==> src/bbe_pkg.sv <==
// Shared constants, types and helpers for the branch, bit-set and bit-test executor
package bbe_pkg;

    // Widths
    localparam int BANK_W  = 4;
    localparam int FADDR_W = 8;
    localparam int ADDR_W  = BANK_W + FADDR_W;
    localparam int PC_W    = 21;
    localparam int OFS_W   = 11;
    localparam int RADDR_W = 2;
    localparam int RDATA_W = 8;

    // Opcode patterns
    localparam logic [4:0] OPC_JUMP = 5'h1a;
    localparam logic [3:0] OPC_BSET = 4'h8;
    localparam logic [3:0] OPC_TSC  = 4'hb;
    localparam logic [3:0] OPC_TSS  = 4'ha;

    // Field positions inside the instruction word
    localparam int JUMP_OPC_LSB = 11;
    localparam int OP4_LSB      = 12;
    localparam int BIT_LSB      = 9;
    localparam int ACC_POS      = 8;
    localparam int SPLIT_POS    = 7;

    // Access bank halves
    localparam logic [BANK_W-1:0] ACCESS_LO_BANK = 4'h0;
    localparam logic [BANK_W-1:0] ACCESS_HI_BANK = 4'hf;

    // Register port map and reset values
    localparam logic [RADDR_W-1:0] REG_BANK_SEL = 2'h0;
    localparam logic [RADDR_W-1:0] REG_STATUS   = 2'h1;
    localparam logic [BANK_W-1:0]  BANK_SEL_RST = 4'h0;

    // Phases of the four-clock instruction cycle
    localparam logic [1:0] Q_FETCH = 2'h0;
    localparam logic [1:0] Q_READ  = 2'h1;
    localparam logic [1:0] Q_PROC  = 2'h2;
    localparam logic [1:0] Q_WRITE = 2'h3;

    typedef enum logic [2:0] {
        OP_NONE = 3'h0,
        OP_JUMP = 3'h1,
        OP_BSET = 3'h2,
        OP_TSC  = 3'h3,
        OP_TSS  = 3'h4
    } bbe_op_t;

    // Gray along the usual exec -> last nop -> exec path; a two-word skip
    // detours through first nop, since no three-state loop can stay Gray
    typedef enum logic [1:0] {
        ST_EXEC      = 2'h0,
        ST_NOP_LAST  = 2'h1,
        ST_NOP_FIRST = 2'h3
    } bbe_state_t;

    // Full file address from the access bit, the short address and the bank select
    function automatic logic [ADDR_W-1:0] bank_addr(input logic acc,
                                                    input logic [FADDR_W-1:0] f,
                                                    input logic [BANK_W-1:0] bsel);
        if (acc) begin
            bank_addr = {bsel, f};
        end else begin
            bank_addr = {(f[SPLIT_POS] ? ACCESS_HI_BANK : ACCESS_LO_BANK), f};
        end
    endfunction

    // Signed word offset turned into a byte displacement
    function automatic logic [PC_W-1:0] jump_disp(input logic [OFS_W-1:0] ofs);
        jump_disp = {{(PC_W-OFS_W-1){ofs[OFS_W-1]}}, ofs, 1'b0};
    endfunction

    // One-hot mask of the selected bit
    function automatic logic [7:0] bit_mask(input logic [2:0] idx);
        bit_mask = 8'h01 << idx;
    endfunction

endpackage

==> src/bbe_dec_if.sv <==
// Carrier between the executor and its instruction decoder
`timescale 1ns/1ps
`default_nettype none
interface bbe_dec_if;
    import bbe_pkg::*;
    logic [15:0]        word;
    logic               valid;
    bbe_op_t            op;
    logic [2:0]         bit_idx;
    logic               acc;
    logic [FADDR_W-1:0] faddr;
    logic [OFS_W-1:0]   offset;

    modport dec_mp (input word, input valid,
                    output op, output bit_idx, output acc, output faddr, output offset);
    modport use_mp (output word, output valid,
                    input op, input bit_idx, input acc, input faddr, input offset);
endinterface
`default_nettype wire

==> src/bbe_exec.sv <==
// Executor for relative jump, bit set and bit test-and-skip instructions
`timescale 1ns/1ps
`default_nettype none
module bbe_exec
    import bbe_pkg::*;
(
    input  wire logic               REF_CLK_I,
    input  wire logic               SYS_RST_I,
    input  wire logic [15:0]        INSTR_WORD_I,
    input  wire logic               INSTR_VALID_I,
    input  wire logic               NEXT_TWO_WORD_I,
    input  wire logic [PC_W-1:0]    PC_I,
    output logic      [PC_W-1:0]    PC_TARGET_O,
    output logic                    PC_LOAD_O,
    output logic                    FLUSH_O,
    output logic                    NOP_O,
    output logic      [ADDR_W-1:0]  FREG_ADDR_O,
    input  wire logic [7:0]         FREG_RDATA_I,
    output logic      [7:0]         FREG_WDATA_O,
    output logic                    FREG_WE_O,
    input  wire logic [RADDR_W-1:0] REG_ADDR_I,
    input  wire logic [7:0]         REG_WDATA_I,
    input  wire logic               REG_WR_I,
    input  wire logic               REG_RD_I,
    output logic      [RDATA_W-1:0] REG_RDATA_O
);

    ////////////////////////////////////////////////////////////////////////////
    // Decoder
    bbe_dec_if dec ();

    bbe_decoder u_dec (
        .d (dec.dec_mp)
    );

    logic [1:0]         q_reg,     q_next;
    bbe_state_t         state_reg, state_next;
    logic [15:0]        ir_reg,    ir_next;
    logic               irv_reg,   irv_next;
    logic [ADDR_W-1:0]  addr_reg,  addr_next;
    logic               we_reg,    we_next;
    logic [7:0]         wdata_reg, wdata_next;
    logic               pcl_reg,   pcl_next;
    logic [PC_W-1:0]    pct_reg,   pct_next;
    logic               flush_reg, flush_next;
    logic               two_reg,   two_next;
    logic               nop_reg,   nop_next;
    logic [BANK_W-1:0]  bsel_reg,  bsel_next;
    logic [RDATA_W-1:0] rdata_reg, rdata_next;
    logic [2:0]         last_reg,  last_next;
    logic               skip;

    assign dec.word  = ir_reg;
    assign dec.valid = irv_reg;

    ////////////////////////////////////////////////////////////////////////////
    // Instruction sequencing across the Q1..Q4 phases
    always_comb begin
        q_next     = q_reg + 2'h1;
        state_next = state_reg;
        ir_next    = ir_reg;
        irv_next   = irv_reg;
        addr_next  = addr_reg;
        wdata_next = wdata_reg;
        pct_next   = pct_reg;
        two_next   = two_reg;
        last_next  = last_reg;
        we_next    = 1'b0;
        pcl_next   = 1'b0;
        flush_next = 1'b0;
        skip       = 1'b0;
        unique case (q_reg)
            // Instructions are only taken in an executing cycle
            Q_FETCH: begin
                ir_next  = INSTR_WORD_I;
                irv_next = INSTR_VALID_I && (state_reg == ST_EXEC);
            end
            Q_READ: begin
                addr_next = bank_addr(dec.acc, dec.faddr, bsel_reg);
            end
            // Data from the register file is sampled in Q3 and acted on in Q4
            Q_PROC: begin
                two_next = 1'b0;
                unique case (dec.op)
                    OP_JUMP: begin
                        pcl_next   = 1'b1;
                        pct_next   = PC_I + jump_disp(dec.offset);
                        flush_next = 1'b1;
                    end
                    OP_BSET: begin
                        we_next    = 1'b1;
                        wdata_next = FREG_RDATA_I | bit_mask(dec.bit_idx);
                    end
                    OP_TSC: skip = !FREG_RDATA_I[dec.bit_idx];
                    OP_TSS: skip = FREG_RDATA_I[dec.bit_idx];
                    default: skip = 1'b0;
                endcase
                if (skip) begin
                    flush_next = 1'b1;
                    two_next   = NEXT_TWO_WORD_I;
                end
                if (irv_reg) begin
                    last_next = {two_next, skip, dec.op == OP_JUMP};
                end
            end
            Q_WRITE: begin
                unique case (state_reg)
                    ST_EXEC: begin
                        // A flush costs one no-op cycle, two when it hides a two-word op
                        if (flush_reg) begin
                            state_next = two_reg ? ST_NOP_FIRST : ST_NOP_LAST;
                        end
                    end
                    ST_NOP_FIRST: state_next = ST_NOP_LAST;
                    ST_NOP_LAST:  state_next = ST_EXEC;
                    default:      state_next = ST_EXEC;
                endcase
            end
            default: q_next = Q_FETCH;
        endcase
        nop_next = (state_next != ST_EXEC);
    end

    // Sequencing state; the flush and write strobes stand for Q4 only
    always_ff @(posedge REF_CLK_I) begin
        if (SYS_RST_I) begin
            q_reg     <= Q_FETCH;
            state_reg <= ST_EXEC;
            ir_reg    <= 16'h0000;
            irv_reg   <= 1'b0;
            addr_reg  <= '0;
            we_reg    <= 1'b0;
            wdata_reg <= 8'h00;
            pcl_reg   <= 1'b0;
            pct_reg   <= '0;
            flush_reg <= 1'b0;
            two_reg   <= 1'b0;
            nop_reg   <= 1'b0;
            last_reg  <= 3'h0;
        end else begin
            q_reg     <= q_next;
            state_reg <= state_next;
            ir_reg    <= ir_next;
            irv_reg   <= irv_next;
            addr_reg  <= addr_next;
            we_reg    <= we_next;
            wdata_reg <= wdata_next;
            pcl_reg   <= pcl_next;
            pct_reg   <= pct_next;
            flush_reg <= flush_next;
            two_reg   <= two_next;
            nop_reg   <= nop_next;
            last_reg  <= last_next;
        end
    end

    ////////////////////////////////////////////////////////////////////////////
    // Register port; a bank change lands at once, mid-instruction included
    always_comb begin
        bsel_next  = bsel_reg;
        rdata_next = '0;
        if (REG_WR_I && (REG_ADDR_I == REG_BANK_SEL)) begin
            bsel_next = REG_WDATA_I[BANK_W-1:0];
        end
        if (REG_RD_I) begin
            unique case (REG_ADDR_I)
                REG_BANK_SEL: rdata_next = {{(RDATA_W-BANK_W){1'b0}}, bsel_reg};
                REG_STATUS:   rdata_next = {4'h0, last_reg, nop_reg};
                default:      rdata_next = '0;   // Unmapped reads as zero
            endcase
        end
    end

    always_ff @(posedge REF_CLK_I) begin
        if (SYS_RST_I) begin
            bsel_reg  <= BANK_SEL_RST;
            rdata_reg <= '0;
        end else begin
            bsel_reg  <= bsel_next;
            rdata_reg <= rdata_next;
        end
    end

    assign PC_TARGET_O  = pct_reg;
    assign PC_LOAD_O    = pcl_reg;
    assign FLUSH_O      = flush_reg;
    assign NOP_O        = nop_reg;
    assign FREG_ADDR_O  = addr_reg;
    assign FREG_WDATA_O = wdata_reg;
    assign FREG_WE_O    = we_reg;
    assign REG_RDATA_O  = rdata_reg;
endmodule
`default_nettype wire

==> src/bbe_decoder.sv <==
// Instruction word decoder for the four supported instructions
`timescale 1ns/1ps
`default_nettype none
module bbe_decoder
    import bbe_pkg::*;
(
    bbe_dec_if.dec_mp d
);
    // Operand fields sit at fixed places in every word
    assign d.bit_idx = d.word[BIT_LSB+2:BIT_LSB];
    assign d.acc     = d.word[ACC_POS];
    assign d.faddr   = d.word[FADDR_W-1:0];
    assign d.offset  = d.word[OFS_W-1:0];

    // Opcode match; the five-bit jump pattern is checked first
    always_comb begin
        d.op = OP_NONE;
        if (!d.valid) begin
            d.op = OP_NONE;
        end else if (d.word[15:JUMP_OPC_LSB] == OPC_JUMP) begin
            d.op = OP_JUMP;
        end else begin
            unique case (d.word[15:OP4_LSB])
                OPC_BSET: d.op = OP_BSET;
                OPC_TSC:  d.op = OP_TSC;
                OPC_TSS:  d.op = OP_TSS;
                default:  d.op = OP_NONE;       // Other instructions are not ours
            endcase
        end
    end
endmodule
`default_nettype wire

==> config.mk <==
export PLATFORM = sky130hd
export DESIGN_NAME = bbe_exec
export DESIGN_NICKNAME = d
export VERILOG_FILES = /design/src/bbe_pkg.sv /design/src/bbe_dec_if.sv /design/src/bbe_exec.sv /design/src/bbe_decoder.sv
export SDC_FILE = /design/constraint.sdc
export NUM_CORES = 1
export LEC_CHECK = 0
export ABC_CLOCK_PERIOD_IN_PS = 2500
export BUFFER_PORTS_ARGS = -buffer_cell sky130_fd_sc_hd__buf_2
export CAP_MARGIN = 20
export CORE_ASPECT_RATIO = 0.75
export CORE_UTILIZATION = 52
export DETAILED_ROUTE_END_ITERATION = 10
export PLACE_DENSITY = 0.83
export SLEW_MARGIN = 30
export SYNTH_ARGS = -nofsm -noshare
export SYNTH_HDL_FRONTEND = slang
export SYNTH_SLANG_ARGS = --single-unit
==> constraint.sdc <==
create_clock -name REF_CLK_I -period 2.5 [get_ports REF_CLK_I]
set_input_delay 0.375 -clock REF_CLK_I [delete_from_list [all_inputs] [get_ports REF_CLK_I]]
set_output_delay 0.375 -clock REF_CLK_I [all_outputs]
set_load 0.03 [all_outputs]
==> results by group <==
STA
  – Slew headroom: 0.4985
  – RSZ-0062 raised after global routing: no
  – Worst hold slack: ~0.25 ns
  – Max Freq: approximately 420 MHz
  – Clk_skew: 0.01141 ns
  – Fin crit period: approximately 2.4 ns
  – Final worst setup slack: approximately 0.11 ns
  – # setup viols final: 0
  – Final Cycle Share: 0.9561
  – Measured slew at the worst slew-check pin: between 0.7 and 0.8 ns
  – Final hold vios: 0
  – Fin. max-slew vios: 0
  – Setup TNS: 0 ns

Status
  – Run status: finished clean

Power and ir drop
  – Pwr per Cell Area: 561.9 nW/um2
  – Total power: roughly 0.0027 W
  – Static Leak: 2.237 nW
  – Peak VDD IR: 0.3032 mV

Logic synthesis
  – Synthesized area per cell: between 8 and 9 um2
  – Largest area contributor in the netlist: dfxtp_1
  – Synth Instances: ~450
  – Cell variety after synth: 57
  – Yosys top cell area share: 0.3937
  – Top-count cell post-synth: dfxtp_1
  – Async set-reset flop share out of synthesis: 0
  – Post-synth top cells: 78 x dfxtp_1, 55 x nor2_1, 36 x nand2_1, 34 x mux2i_1, 32 x a21oi_1
  – Top cells by area, synth: dfxtp_1 39%, mux2i_1 8.6%, ha_1 7.9%, nor2_1 5.2%, a21oi_1 4.0%
  – Synth Flop Type: dfxtp_1
  – Synth warnings: 0
  – Post-synth EDFFs: 0
  – Flops & latches, synth: 78
  – Register area share after synthesis: 0.3937
  – Synthesized area: approximately 4000 um2

CTS
  – CTS Buffer Depth: 2
  – CTS sink count: 78
  – CTS tree: built
  – Clk_lat worst skew: approximately 0.36 ns
  – CTS buffer count: 9
  – Setup Fix Bufs, Post-CTS: 0
  – H-tree levels: 3
  – Hold_buf cts: 0
  – Worst-path clk slew: roughly 0.080 ns
  – Clock Root Buffer: clkbuf_8

Detailed routing
  – Final ANT Viol Nets: 0
  – Via density per instance: approximately 5.6
  – DR WL/cell: approximately 15 um
  – Drt pass-1 iters: 5
  – Remaining DRCs: 0
  – WL final: approximately 10000 um
  – 1st-iter DRT viols: approximately 190
  – DR vias: between 3000 and 4000

Floorplanning
  – Total core area: 7365 um2
  – Die area: 7984 um2
  – Die Y: roughly 78 um
  – IO Pins: roughly 110
  – Die Wd: ~100 um
  – Std cell rows: 27
  – Initial Utilization: 0.5386

Setup path
  – Nature of the critical path endpoint: flip-flop
  – CP cell instances: ha_1 > fa_2 > a21oi_2 > o21ai_1 > a221o_1 > a31oi_2 > nor4_1 > a311o_1
  – Family with the most delay on the worst path: compound AO/OA/AOI/OAI gates
  – Startpoint Class: flip-flop
  – Worst path max stage delay: between 0.4 and 0.5 ns
  – Levels on crit path: 8
  – Critical path's slowest cell: a221o_1
  – Crit path buffers/inverters: 0
  – CP required: 2.74 ns
  – Critical path type: flip-flop to flip-flop
  – Critical-path maximum fanout: 3
  – Worst reg-to-reg path cell count: 8
  – WP data arrival: roughly 2.6 ns

Placed design
  – Post-placement setup slack: -0.1211 ns
  – Gp weighted congestion: 0.9234
  – DP Wirelength: about 7500 um
  – Port bufs: around 110
  – Cell Count Post-Placement: 650

Global route
  – Global-route wire length before repair: 16390 um
  – GRT Util Overall: 0.2662
  – Pin count of the biggest net entering global routing: 45
  – Initial antenna violation count: 0
  – Remaining global-route overflow: 0
  – Vias in the first global route: about 3500

Layout
  – Final Non-Filler Cells: 666
  – Nets@finish: approximately 650
  – Share of cells above drive strength 1: 0.2690
  – Number of diodes: 0
  – Largest register FFs: 21
  – Fill cells: 632
  – Area growth from synthesis to layout: 21.83%

Job
  – Max-cap viol count: 0

Min path
  – Hold crit path type: primary input to flip-flop
  – Hold depth: 3
[area by class of cell]
class,count,area [um2],share of cell area
clock buffers,11,131.4,0.02719
clock inverters,5,33.78,0.006991
inverters,15,56.30,0.01165
multi-input cells,333,2261,0.4679
flip-flops and latches,78,1563,0.3234
well taps,101,126.4,0.02615
repair buffers,123,660.6,0.1367
[final timing paths]
check | startpoint | end | slack [ns]
setup / recovery | dec.word[0] | PC_TARGET_O[13] | 0.11
hold / removal | INSTR_WORD_I[10] | dec.word[10] | 0.25
setup reg to reg | dec.word[0] | PC_TARGET_O[13] | 0.11
hold reg to reg | PC_TARGET_O[4] | PC_TARGET_O[4] | 0.45
[worst reg2reg max path, stage by stage, from the launching register on]
cell and delay, ns:
dfxtp_1 0.34, ha_1 0.22, fa_2 0.37, a21oi_2 0.15, o21ai_1 0.12, a221o_1 0.44
a31oi_2 0.23, nor4_1 0.06, a311o_1 0.33
[repair_timing]
action | CTS | global route
endpoints found under the hold margin | 0 | 0
endpoints found under the setup margin | 0 | 6
resized for setup | 0 | 7
[metal layers]
layer  vias up  wire length [um]  track usage  part of all wire
met5         -                 0            0                 0
met4         0               218      0.08732             0.021
met3        20               854      0.08378             0.084
met2       143              4454       0.3960              0.44
met1      1717              4655       0.3639              0.46
li1       1834                 -            -                 -
[where the power goes]
| part | switching, W | leakage, nW | internal (W) |
|---|---|---|---|
| Combinational | 0.000332 | 1.52 | 0.000231 |
| Sequential | 0.0000402 | 0.634 | 0.00128 |
| Clock | 0.000469 | 0.0797 | 0.000361 |
| Total | 0.000841 | 2.24 | 0.00187 |
[cells by family after synthesis]
| group | after synthesis | share of synthesized area |
|---|---|---|
| compound gates | 96 | 0.1599 |
| xor+xnor | 11 | 0.02429 |
| fa+ha+maj | 26 | 0.08391 |
| buf+inv | 43 | 0.04605 |
| flops | 78 | 0.3937 |
| mux | 37 | 0.1000 |
| other cells | 1 | 0.0009455 |
| simple gates | 159 | 0.1912 |
[through the flow]
stage,util,cell area (um2)
2_1_floorplan,-,3978
3_3_place_gp,0.6298,4638
3_5_place_dp,0.6298,4638
4_1_cts,0.6522,4803
5_1_grt,0.6561,4832
6_report,0.6561,4832
[layout by cell type, fill, tap and decap left out, types with 10 or more instances in the layout]
master and count:
buf_2 105, dfxtp_1 77, nor2_1 55, nand2_1 36
mux2i_1 34, a21oi_1 31, ha_1 25, nand3_1 22
buf_4 18, inv_1 14, a211oi_1 13, a31oi_1 11
nor3_1 10
(Power assumes the default switching activity.)
